<file path="config.mk">
export PLATFORM = sky130hd
export DESIGN_NAME = pfc_flash_ctrl
export DESIGN_NICKNAME = d
export VERILOG_FILES = /design/src/shared/pfc_pkg.sv /design/src/hdl/pfc_flash_ctrl.sv
export SDC_FILE = /design/constraint.sdc
export NUM_CORES = 1
export LEC_CHECK = 0
export BUFFER_PORTS_ARGS = -buffer_cell sky130_fd_sc_hd__buf_2
export CORE_MARGIN = 3
export CORE_UTILIZATION = 50
export CTS_BUF_LIST = sky130_fd_sc_hd__clkbuf_4 sky130_fd_sc_hd__clkbuf_8
export CTS_CLUSTER_SIZE = 25
export DETAILED_ROUTE_END_ITERATION = 16
export PLACE_DENSITY = 0.79
export SKIP_CTS_REPAIR_TIMING = 1
export SYNTH_ARGS = -nofsm -noshare
export SYNTH_HDL_FRONTEND = slang
export SYNTH_SLANG_ARGS = --single-unit
export TNS_END_PERCENT = 20
</file>
<file path="constraint.sdc">
create_clock -name clk -period 5.07 [get_ports clk]
set_input_delay 0.507 -clock clk [delete_from_list [all_inputs] [get_ports clk]]
set_output_delay 0.507 -clock clk [all_outputs]
set_load 0.02 [all_outputs]
</file>
<file path="src/shared/pfc_pkg.sv">
package pfc_pkg;
  localparam int unsigned ClkHz = 10_000_000;
  localparam int unsigned OscHz = 1_000_000;
  localparam logic [3:0] OscDiv = 4'(ClkHz / OscHz);
  localparam int unsigned LatchTimeoutUs = 500;
  localparam int unsigned OffTimeoutUs = 500;
  localparam logic [9:0] LatchTicks = 10'(LatchTimeoutUs * OscHz / 1_000_000);
  localparam logic [9:0] OffTicks = 10'(OffTimeoutUs * OscHz / 1_000_000);
  localparam logic [1:0] FilterCycles = 2'h3;
  // Timer capacitance in 0.01 uF units; 10 s per uF gives 100 ms per unit
  localparam int unsigned MsPerCapUnit = 100;
  localparam logic [9:0] TicksPerMs = 10'(OscHz / 1000);
  localparam logic [7:0] TimerCapReset = 8'h0A;
  localparam logic [4:0] LevelMax = 5'h10;
  localparam logic [4:0] FlashGroupTop = 5'h04;
  localparam logic [11:0] AddrTimerCap = 12'h000;
  localparam logic [11:0] AddrStatus = 12'h004;
  localparam logic [11:0] AddrPending = 12'h008;
  // Output current per level in tenths of a percent, index 0 is off
  localparam logic [9:0] PctTable [0:16] = '{
    10'h000, 10'h3E8, 10'h37B, 10'h31A, 10'h2C4, 10'h277, 10'h232, 10'h1F5,
    10'h1BF, 10'h18E, 10'h163, 10'h13C, 10'h11A, 10'h0FB, 10'h0E0, 10'h0C8,
    10'h000};
  typedef enum logic [1:0] {
    PUMP_1X = 2'h1,
    PUMP_1P5X = 2'h2,
    PUMP_2X = 2'h3
  } pfc_pump_t;
  typedef enum logic [1:0] {
    LIGHT_OFF = 2'h0,
    LIGHT_FLASH = 2'h1,
    LIGHT_TORCH = 2'h2
  } pfc_light_t;
  typedef enum logic [1:0] {
    ST_SHUTDOWN = 2'b01,
    ST_RUN = 2'b10
  } pfc_state_t;
  typedef struct packed {
    logic timerExpired;
    logic timerArmed;
    logic outputOn;
    logic shutdown;
    pfc_light_t lightMode;
    pfc_pump_t pumpMode;
    logic [4:0] levelCode;
  } pfc_status_t;
endpackage

</file>
<file path="src/hdl/pfc_flash_ctrl.sv">
// Design decisions made here: the APB register port and the register addresses.
`timescale 1ns/1ps
// What this block does
// - Count clean rising edges on the control pin into a level code of 16.
// - After control high for latch timeout, apply count to output, clear count.
// - All timeouts run off a derived 1 MHz oscillator tick; the glitch filter counts clocks.
// - Levels 1 to 16 map to the fixed percentage table, 16 is zero.
// - Control held low past the off timeout enters shutdown, output off.
// - Shutdown clears the pending count and the latched level.
// - Flash timer armed only for latched levels 1 to 4.
// - Moving from levels 1-4 to 5-16 ignores any running flash timer.
// - Moving from levels 5-16 to 1-4 restarts the flash timer.
// - Every new latched level resets the pump stage and mode.
// - Flash timeout is 10 seconds per microfarad of timer capacitance.
// - An expired armed flash timer turns the output off by itself.
// - Timer pin held at ground disables the timer for any level.
// - Shutdown or level 0 gives off; otherwise select low flash, high torch.
// - Pump starts in 1X, steps to 1.5X then 2X while headroom is short.
module pfc_flash_ctrl
  import pfc_pkg::*;
(
  input wire logic clk,
  input wire logic reset,
  input wire logic psel,
  input wire logic penable,
  input wire logic pwrite,
  input wire logic [11:0] paddr,
  input wire logic [31:0] pwdata,
  output logic [31:0] prdata,
  output logic pready,
  output logic pslverr,
  input wire logic enSetPin,
  input wire logic flashTorchSelectInput,
  input wire logic timerCapacitorPinLow,
  input wire logic headroomShort,
  output logic [4:0] levelCode,
  output logic [9:0] currentTenthPct,
  output logic outputOn,
  output pfc_light_t lightMode,
  output pfc_pump_t pumpMode,
  output logic pumpReset,
  output logic shutdown
);

  pfc_state_t state_reg;
  logic [3:0] divCnt_reg;
  logic oscTick_reg;
  logic enSync2_reg;
  logic selSync2_reg;
  logic enClean_reg;
  logic enPrev_reg;
  logic [1:0] filtCnt_reg;
  logic [9:0] highCnt_reg;
  logic [9:0] lowCnt_reg;
  logic [4:0] pending_reg;
  logic [4:0] level_reg;
  logic [7:0] timerCap_reg;
  logic [9:0] msDiv_reg;
  logic [23:0] msCnt_reg;
  logic timerExpired_reg;
  logic latchNow;
  logic offNow;
  logic riseNow;
  logic newHigh;
  logic oldHigh;
  logic timerArmed;
  logic [23:0] timerLimit;
  logic apbSetup;
  logic apbWrite;
  pfc_status_t status;

  // 1 MHz oscillator tick from the 10 MHz clock
  always_ff @(posedge clk or posedge reset) begin
    if (reset) begin
      divCnt_reg <= 4'h0;
      oscTick_reg <= 1'b0;
    end else if (divCnt_reg == OscDiv - 4'h1) begin
      divCnt_reg <= 4'h0;
      oscTick_reg <= 1'b1;
    end else begin
      divCnt_reg <= divCnt_reg + 4'h1;
      oscTick_reg <= 1'b0;
    end
  end

  // Select line is only synchronised; its level is used, never its edges
  pfc_sync2 enSyncInst (
    .clk(clk),
    .reset(reset),
    .d(enSetPin),
    .q(enSync2_reg)
  );

  pfc_sync2 selSyncInst (
    .clk(clk),
    .reset(reset),
    .d(flashTorchSelectInput),
    .q(selSync2_reg)
  );

  // Glitch filter: level must hold a few clocks before it is believed
  always_ff @(posedge clk or posedge reset) begin
    if (reset) begin
      filtCnt_reg <= 2'h0;
      enClean_reg <= 1'b0;
      enPrev_reg <= 1'b0;
    end else begin
      enPrev_reg <= enClean_reg;
      if (enSync2_reg == enClean_reg) begin
        filtCnt_reg <= 2'h0;
      end else if (filtCnt_reg == FilterCycles - 2'h1) begin
        filtCnt_reg <= 2'h0;
        enClean_reg <= enSync2_reg;
      end else begin
        filtCnt_reg <= filtCnt_reg + 2'h1;
      end
    end
  end

  assign riseNow = enClean_reg & ~enPrev_reg;

  // High and low time counters in oscillator ticks
  always_ff @(posedge clk or posedge reset) begin
    if (reset) begin
      highCnt_reg <= 10'h000;
      lowCnt_reg <= 10'h000;
    end else if (enClean_reg != enPrev_reg) begin
      highCnt_reg <= 10'h000;
      lowCnt_reg <= 10'h000;
    end else if (oscTick_reg) begin
      if (enClean_reg && highCnt_reg != LatchTicks) begin
        highCnt_reg <= highCnt_reg + 10'h001;
      end
      if (!enClean_reg && lowCnt_reg != OffTicks) begin
        lowCnt_reg <= lowCnt_reg + 10'h001;
      end
    end
  end

  // Fires once per high period; an empty count latches nothing
  assign latchNow = enClean_reg && oscTick_reg && highCnt_reg == LatchTicks - 10'h001
    && pending_reg != 5'h00;
  assign offNow = !enClean_reg && oscTick_reg && lowCnt_reg == OffTicks - 10'h001;

  always_ff @(posedge clk or posedge reset) begin
    if (reset) begin
      state_reg <= ST_SHUTDOWN;
    end else begin
      case (state_reg)
        ST_SHUTDOWN: begin
          if (riseNow) begin
            state_reg <= ST_RUN;
          end
        end
        ST_RUN: begin
          if (offNow) begin
            state_reg <= ST_SHUTDOWN;
          end
        end
        default: begin
          state_reg <= ST_SHUTDOWN;
        end
      endcase
    end
  end

  // Pending edge count and latched level
  always_ff @(posedge clk or posedge reset) begin
    if (reset) begin
      pending_reg <= 5'h00;
      level_reg <= 5'h00;
    end else if (offNow) begin
      pending_reg <= 5'h00;
      level_reg <= 5'h00;
    end else if (latchNow) begin
      level_reg <= pending_reg;
      pending_reg <= 5'h00;
    end else if (riseNow && pending_reg != LevelMax) begin
      pending_reg <= pending_reg + 5'h01;
    end
  end

  assign newHigh = pending_reg <= FlashGroupTop;
  assign oldHigh = level_reg != 5'h00 && level_reg <= FlashGroupTop;
  assign timerArmed = level_reg != 5'h00 && level_reg <= FlashGroupTop
    && !timerCapacitorPinLow;
  assign timerLimit = 24'(timerCap_reg) * 24'(MsPerCapUnit);

  // Flash timer in milliseconds
  // A shutdown, or a latch into or out of levels 1-4, in the expiry cycle wins, so timing restarts cleanly
  always_ff @(posedge clk or posedge reset) begin
    if (reset) begin
      msDiv_reg <= 10'h000;
      msCnt_reg <= 24'h000000;
      timerExpired_reg <= 1'b0;
    end else if (offNow || (latchNow && !newHigh)) begin
      msDiv_reg <= 10'h000;
      msCnt_reg <= 24'h000000;
      timerExpired_reg <= 1'b0;
    end else if (latchNow && newHigh && !oldHigh) begin
      msDiv_reg <= 10'h000;
      msCnt_reg <= 24'h000000;
      timerExpired_reg <= 1'b0;
    end else if (!timerArmed) begin
      msDiv_reg <= 10'h000;
      msCnt_reg <= 24'h000000;
      timerExpired_reg <= 1'b0;
    end else if (!timerExpired_reg && oscTick_reg) begin
      if (msDiv_reg == TicksPerMs - 10'h001) begin
        msDiv_reg <= 10'h000;
        if (msCnt_reg + 24'h000001 >= timerLimit) begin
          timerExpired_reg <= 1'b1;
        end else begin
          msCnt_reg <= msCnt_reg + 24'h000001;
        end
      end else begin
        msDiv_reg <= msDiv_reg + 10'h001;
      end
    end
  end

  // Pump mode steps up only on oscillator ticks so each mode can settle
  always_ff @(posedge clk or posedge reset) begin
    if (reset) begin
      pumpMode <= PUMP_1X;
      pumpReset <= 1'b0;
    end else if (latchNow || offNow) begin
      pumpMode <= PUMP_1X;
      pumpReset <= 1'b1;
    end else begin
      pumpReset <= 1'b0;
      if (oscTick_reg && headroomShort && outputOn) begin
        case (pumpMode)
          PUMP_1X: begin
            pumpMode <= PUMP_1P5X;
          end
          PUMP_1P5X: begin
            pumpMode <= PUMP_2X;
          end
          default: begin
            pumpMode <= PUMP_2X;
          end
        endcase
      end
    end
  end

  // Output stage, all registered
  always_ff @(posedge clk or posedge reset) begin
    if (reset) begin
      levelCode <= 5'h00;
      currentTenthPct <= 10'h000;
      outputOn <= 1'b0;
      lightMode <= LIGHT_OFF;
      shutdown <= 1'b1;
    end else begin
      levelCode <= level_reg;
      shutdown <= state_reg == ST_SHUTDOWN;
      if (state_reg == ST_SHUTDOWN || level_reg == 5'h00) begin
        lightMode <= LIGHT_OFF;
        outputOn <= 1'b0;
        currentTenthPct <= 10'h000;
      end else begin
        lightMode <= selSync2_reg ? LIGHT_TORCH : LIGHT_FLASH;
        // Level 16 is the zero-current code
        outputOn <= !(timerArmed && timerExpired_reg) && level_reg != LevelMax;
        currentTenthPct <= (timerArmed && timerExpired_reg) ? 10'h000
          : PctTable[level_reg];
      end
    end
  end

  assign status = '{timerExpired: timerExpired_reg, timerArmed: timerArmed,
    outputOn: outputOn, shutdown: shutdown, lightMode: lightMode,
    pumpMode: pumpMode, levelCode: level_reg};

  // APB slave: one wait-free access, answer prepared during setup
  assign apbSetup = psel && !penable;
  assign apbWrite = psel && penable && pready && pwrite;

  always_ff @(posedge clk or posedge reset) begin
    if (reset) begin
      pready <= 1'b0;
      pslverr <= 1'b0;
      prdata <= 32'h00000000;
    end else if (apbSetup) begin
      pready <= 1'b1;
      pslverr <= 1'b0;
      prdata <= 32'h00000000;
      if (paddr == AddrTimerCap) begin
        prdata <= {24'h000000, timerCap_reg};
      end else if (paddr == AddrStatus) begin
        // Status packs 13 bits; the upper read bits stay zero
        prdata <= {19'h00000, status};
      end else if (paddr == AddrPending) begin
        prdata <= {27'h0000000, pending_reg};
      end else begin
        pslverr <= 1'b1;
      end
    end else begin
      pready <= 1'b0;
      pslverr <= 1'b0;
    end
  end

  always_ff @(posedge clk or posedge reset) begin
    if (reset) begin
      timerCap_reg <= TimerCapReset;
    end else if (apbWrite && paddr == AddrTimerCap) begin
      timerCap_reg <= pwdata[7:0];
    end
  end

endmodule // pfc_flash_ctrl

module pfc_sync2
  import pfc_pkg::*;
(
  input wire logic clk,
  input wire logic reset,
  input wire logic d,
  output logic q
);

  logic stage1_reg;

  // Only the second stage is read outside; the first may be metastable
  always_ff @(posedge clk or posedge reset) begin
    if (reset) begin
      stage1_reg <= 1'b0;
      q <= 1'b0;
    end else begin
      stage1_reg <= d;
      q <= stage1_reg;
    end
  end

endmodule // pfc_sync2

</file>
=== Yosys cells after proc, flatten, opt, wreduce, memory -nomap -nowiden ===
Memory sizes are Yosys's and may differ from the RTL's.
Index checks and enable logic that the tools add are counted.

* Flip-flop bits (word level): 144
* Bits in read-only memories: 320
* Input port bits: 53
* Logic and storage cells: 170
* Memories kept: 1

{| class="wikitable"
|+ Memories
! name !! depth !! width !! read ports !! clocked after Yosys merged registers in !! write ports !! RTL line !! source
|-
| (no name shown) || 32 || 10 || 1 || 0 || 0 || pfc_flash_ctrl.sv:268 || <nowiki>: PctTable[level_reg];</nowiki>
|}

* Add/sub/neg operators: 7
* $mul: 1
* $lt $le $gt $ge: 4
* Equal/unequal tests: 22
* Multiplexer cells: 54
* Bitwise logic cells: 4
* Reductions and logical operators: 49

{| class="wikitable"
|+ Operator list
! cell !! count
|-
| $mux 10 || 15
|-
| $mux 24 || 6
|-
| $add 10x1->10 const B || 3
|-
| $mux 5 || 6
|-
| $mux 13 || 2
|-
| $add 24x1->24 const B || 1
|-
| $ge 24x15->1 || 1
|-
| $logic_and 1x1->1 || 23
|-
| $eq 10x9->1 const B || 2
|-
| $ne 10x9->1 const B || 2
|-
| $mux 2 || 8
|-
| $mux 1 || 15
|-
| $mul 8x5->13 const B || 1
|-
| $eq 12x3->1 const B || 1
|-
| $eq 12x4->1 const B || 1
|-
| $logic_not 12->1 || 1
|-
| $ne 4x1->1 const B || 3
|-
| $eq 10x10->1 const B || 1
|-
| $le 5x3->1 const B || 2
|-
| $ne 5x5->1 const B || 2
|-
| $reduce_bool 2->1 || 5
|-
| $reduce_bool 5->1 || 2
|-
| $reduce_and 2->1 || 4
|-
| $logic_not 1->1 || 7
|-
| 20 further kinds || 27
|}

=== Longest topological paths before layout ===
* Depth in word-level cells: 8
* Mapped depth: 22

=== Hierarchy ===
Synthesis repeated with hierarchy kept, for this count alone.

* Cells, all modules: 766
* Area, all modules: 7364.6 µm²

{| class="wikitable"
|+ By module, submodules not included
! module !! times used !! cells an instance !! area an instance (µm²)
|-
| pfc_flash_ctrl || 1 || 760 || 7257.0
|-
| pfc_sync2 || 2 || 3 || 53.8
|}

=== Least setup slack after synthesis ===
No wires, ideal clock.

* Path type: register -> register
* Start: register timerCap_reg[3]
* End: register msCnt_reg[2]
* Arrival time: 4665 ps
* Slack: 327 ps
* Stages on the path, launching flop included: 20
* Path buffers: 1
* Cells stage by stage: dfstp_2 > ha_1 > ha_1 > fa_1 > ha_1 > a21oi_1 > nor2_1 > nor2_1 > o21bai_1 > a21oi_1 > o21ai_0 > xnor2_1 > ha_1 > or3_1 > a31oi_1 > a31oi_1 > or4_4 > buf_6 > or4_1 > a21oi_1

* Cells in the longest elaborated chain, start to end: 4

{| class="wikitable"
|+ Ends and longest elaborated chain
! what !! RTL line !! source
|-
| from (decl) || pfc_flash_ctrl.sv:57 || <nowiki>logic [7:0] timerCap_reg;</nowiki>
|-
| from (signal assigned) || pfc_flash_ctrl.sv:308 || <nowiki>timerCap_reg <= TimerCapReset;</nowiki>
|-
| from (signal assigned) || pfc_flash_ctrl.sv:310 || <nowiki>timerCap_reg <= pwdata[7:0];</nowiki>
|-
| $mul 8x5->13 || pfc_flash_ctrl.sv:187 || <nowiki>assign timerLimit = 24'(timerCap_reg) * 24'(MsPerCapUnit);</nowiki>
|-
| $ge 24x15->1 || pfc_flash_ctrl.sv:211 || <nowiki>if (msCnt_reg + 24'h000001 >= timerLimit) begin</nowiki>
|-
| $ne 4x4->1 (no source line) || n/a ||
|-
| $reduce_and 3->1 (no source line) || n/a ||
|-
| to (signal assigned) || pfc_flash_ctrl.sv:214 || <nowiki>msCnt_reg <= msCnt_reg + 24'h000001;</nowiki>
|-
| to (decl) || pfc_flash_ctrl.sv:59 || <nowiki>logic [23:0] msCnt_reg;</nowiki>
|}

No other way between the ends.
A chain may end at the register's enable or synchronous reset.

=== Final worst setup path ===
* Start: register timerCap_reg[1]
* End: register msCnt_reg[11]

The elaborated chain is that of the path after synthesis.

==> summary.md <==
| Metric | Value |
|---|---|
| Cell area after layout | `0.00826 mm^2` |
| Gpl congestion | `0.825` |
| CTS max path bufs | `2` |
| Crit. End Element | `flop` |
| P per Cell Area | `277 mW/mm^2` |
| Mean routed wirelength per cell | `14.8 um` |
| Ys flop type | `dfrtp_1` |
| Slew @ Worst Pin | `1.02 ns` |
| CP peak stage delay | `0.60 ns` |
| Period utilization | `96.4%` |
| Sink Count | `125` |
| CTS tree | `done` |
| Fin. Hold Viols | `0` |
| Reg2reg path depth | `17` |
| DRT iter0 DRCs | `357` |
| Setup CP Type | `reg -> reg` |
| Distinct cells, synth | `58` |
| Core box area | `0.0141 mm^2` |
| I/O Buffers | `65` |
| DRC Markers | `0` |
| Post-Syn Instances | `760` |
| Number of iterations in the first detailed-routing pass | `4` |
| Place WS | `0.0219 ns` |
| Synthesized area | `0.00733 mm^2` |
| Critical path's most frequent cell | `ha_1` |
| Placed cells | `982` |
| Antenna cells | `0` |
| Setup violators final | `0` |
| Largest cells by area after synthesis | `dfrtp_1 41%, ha_1 9.9%, xnor2_1 4.1%` |
| Clk pin slew, worst setup/hold paths | `0.07 ns` |
| Commonest non-fill, non-tap cell in the layout | `dfrtp_1` |
| Area fraction of the dominant cell type after synthesis | `41.0%` |
| WP data arrival | `5.25 ns` |
| Tmin final | `4.89 ns` |
| Seq/Total Area, Yosys | `42.8%` |
| Post-Synth Simple-Gate Area | `20.5%` |
| CTS Buf Count | `17` |
| Dpl hpwl | `10.5 mm` |
| EDFF count, synth | `0` |
| Adder-Cell Fraction of Synth Area | `10.7%` |
| Worst vdd ir | `0.000181 V` |
| Worst Path Max Fanout | `8` |
| Worst setup SP type | `flop` |
| Outcome | `finished, final reports clean` |
| Clk_lat worst skew | `0.45 ns` |
| Max_slew headroom | `31.5%` |
| Synth Area in XOR/XNOR | `5.85%` |
| Largest net degree at the start of global routing | `75` |
| Hold Path Stages | `1` |
| GRT overflow | `0` |
| WP data required | `5.43 ns` |
| Leak pwr | `3.92 nW` |
| Area after DPL | `0.00775 mm^2` |
| Synth Area in Compound Gates | `10.4%` |
| Ports | `109` |
| Max-slew violation count | `0` |
| Number of global-route vias before repair | `5372` |
| Min-delay worst type | `in -> reg` |
| Synth area leader | `dfrtp_1` |
| Via density | `5.55` |
| FP Rows | `43` |
| Final #Nets | `939` |
| H-tree depth | `4` |
| First-pass GRT wire length | `25.3 mm` |
| Synth Register Bits | `125` |
| Root buffer cell | `clkbuf_8` |
| Max FFs per register | `24` |
| Yosys warns | `0` |
| Crit path max-delay cell type | `dfstp_2` |
| Syn_area_per_cell | `9.65 um^2` |
| GRT Util Overall | `19.0%` |
| Largest family of logic cells by synthesized area | `simple AND/OR/NAND/NOR gates` |
| Fraction of registers with async set/reset | `100%` |
| Area delta synth->final | `12.7%` |
| Final WS setup | `0.185 ns` |
| Final Total Pwr | `2.29 mW` |
| Initial Util | `52.0%` |
| Multiplexer share of the synthesized area | `4.05%` |
| Die width | `127 um` |
| Die height | `127 um` |
| Initial antenna violation count | `0` |
| Worst-path cell chain | `ha_1, ha_1, ha_1, ha_1, a21o_1, a21oi_2, o21bai_1, a21oi_1, o21ai_0, xnor2_1, ha_1, a2111oi_4, a21oi_2, or4_4, buf_4, nor3_1, mux2i_1` |
| Antenna Nets Post-Route | `0` |
| Skew final | `0.00762 ns` |
| Final cell count without fillers | `1018` |
| Most frequent cells in the layout | `120 x dfrtp_1, 65 x buf_2, 60 x nand2_1` |
| F_max | `0.205 GHz` |
| Via count | `5649` |
| Layout fillers | `1171` |
| Max_cap viols | `0` |
| Final WL | `15.1 mm` |
| Fraction of layout instances using a drive strength above 1 | `16.7%` |
| Die Area | `0.0162 mm^2` |
| Setup TNS | `0 ns` |
[stage by stage]
stage / hold WS [ns] / util, %
final: 0.172 / 58.6
after global routing: 0.149 / 58.6
after CTS: 0.143 / 57.9
after detailed placement: 0.362 / 55.0
after global placement: 0.352 / 55.0
after floorplan: 0.331 / -
[worst max-delay path, delay by kind of cell (launching register included)]
family	cells	cell delay, ns
adders and majority gates	5	1.49
and+or+nand+nor	2	0.88
AOI/OAI and AO/OA	7	1.26
DFF	1	0.60
buffers and inverters	1	0.17
xor gates and xnor gates	1	0.14
muxes	1	0.25
[synthesized netlist by cell type (9+ instances only)]
master	number
o31ai_1	16
nor2b_1	9
nor3_1	26
o21ai_0	25
nand3_1	29
ha_1	58
buf_4	19
a21oi_1	42
clkbuf_1	22
inv_1	41
xor2_1	15
nand2b_1	17
dfrtp_1	120
xnor2_1	34
and2_1	14
nand2_1	60
nand4_1	16
mux2i_1	24
nor2_1	52
and3_1	18
[path summary, 6_finish.rpt]
| kind | slack, ns | from | to |
|---|---|---|---|
| min | 0.17 | flashTorchSelectInput | selSyncInst.stage1_reg |
| min reg2reg | 0.38 | selSyncInst.stage1_reg | selSyncInst.q |
| min in group asynchronous | 0.24 | reset | lowCnt_reg[7] |
| max | 0.18 | timerCap_reg[1] | msCnt_reg[11] |
| max reg2reg | 0.18 | timerCap_reg[1] | msCnt_reg[11] |
| max in group asynchronous | 3.63 | reset | timerCap_reg[6] |
[report_power, final]
part           switching (mW)  internal, mW  leakage, nW
Combinational           0.172        0.0982         2.04
Clock                   0.409         0.507        0.210
Sequential             0.0571          1.05         1.67
[layer usage]
layer / track usage (%) / part of all wire [%] / up-vias
met5: 0 / 0 / -
met4: 7.00 / 1.8 / 0
met3: 4.77 / 5.8 / 22
met2: 30.7 / 47 / 167
met1: 24.9 / 45 / 2688
li1: - / - / 2772
[final cells by class]
cell class / count / area [um^2] / share of cell area (%)
clock buffer: 19 / 255 / 3.09
inverter: 41 / 156 / 1.89
clock inverter: 13 / 164 / 1.98
timing repair buffer: 75 / 400 / 4.84
sequential: 125 / 3130 / 37.9
multi-input combinational: 565 / 3930 / 47.5
tap: 180 / 225 / 2.73
[kinds of logic after synthesis]
group	Yosys count
compound gates	123
xor+xnor	49
fa+ha+maj	61
buf+inv	89
flops	125
mux	29
other cells	1
simple gates	283
No activity file was read; power rests on OpenSTA's default activity.
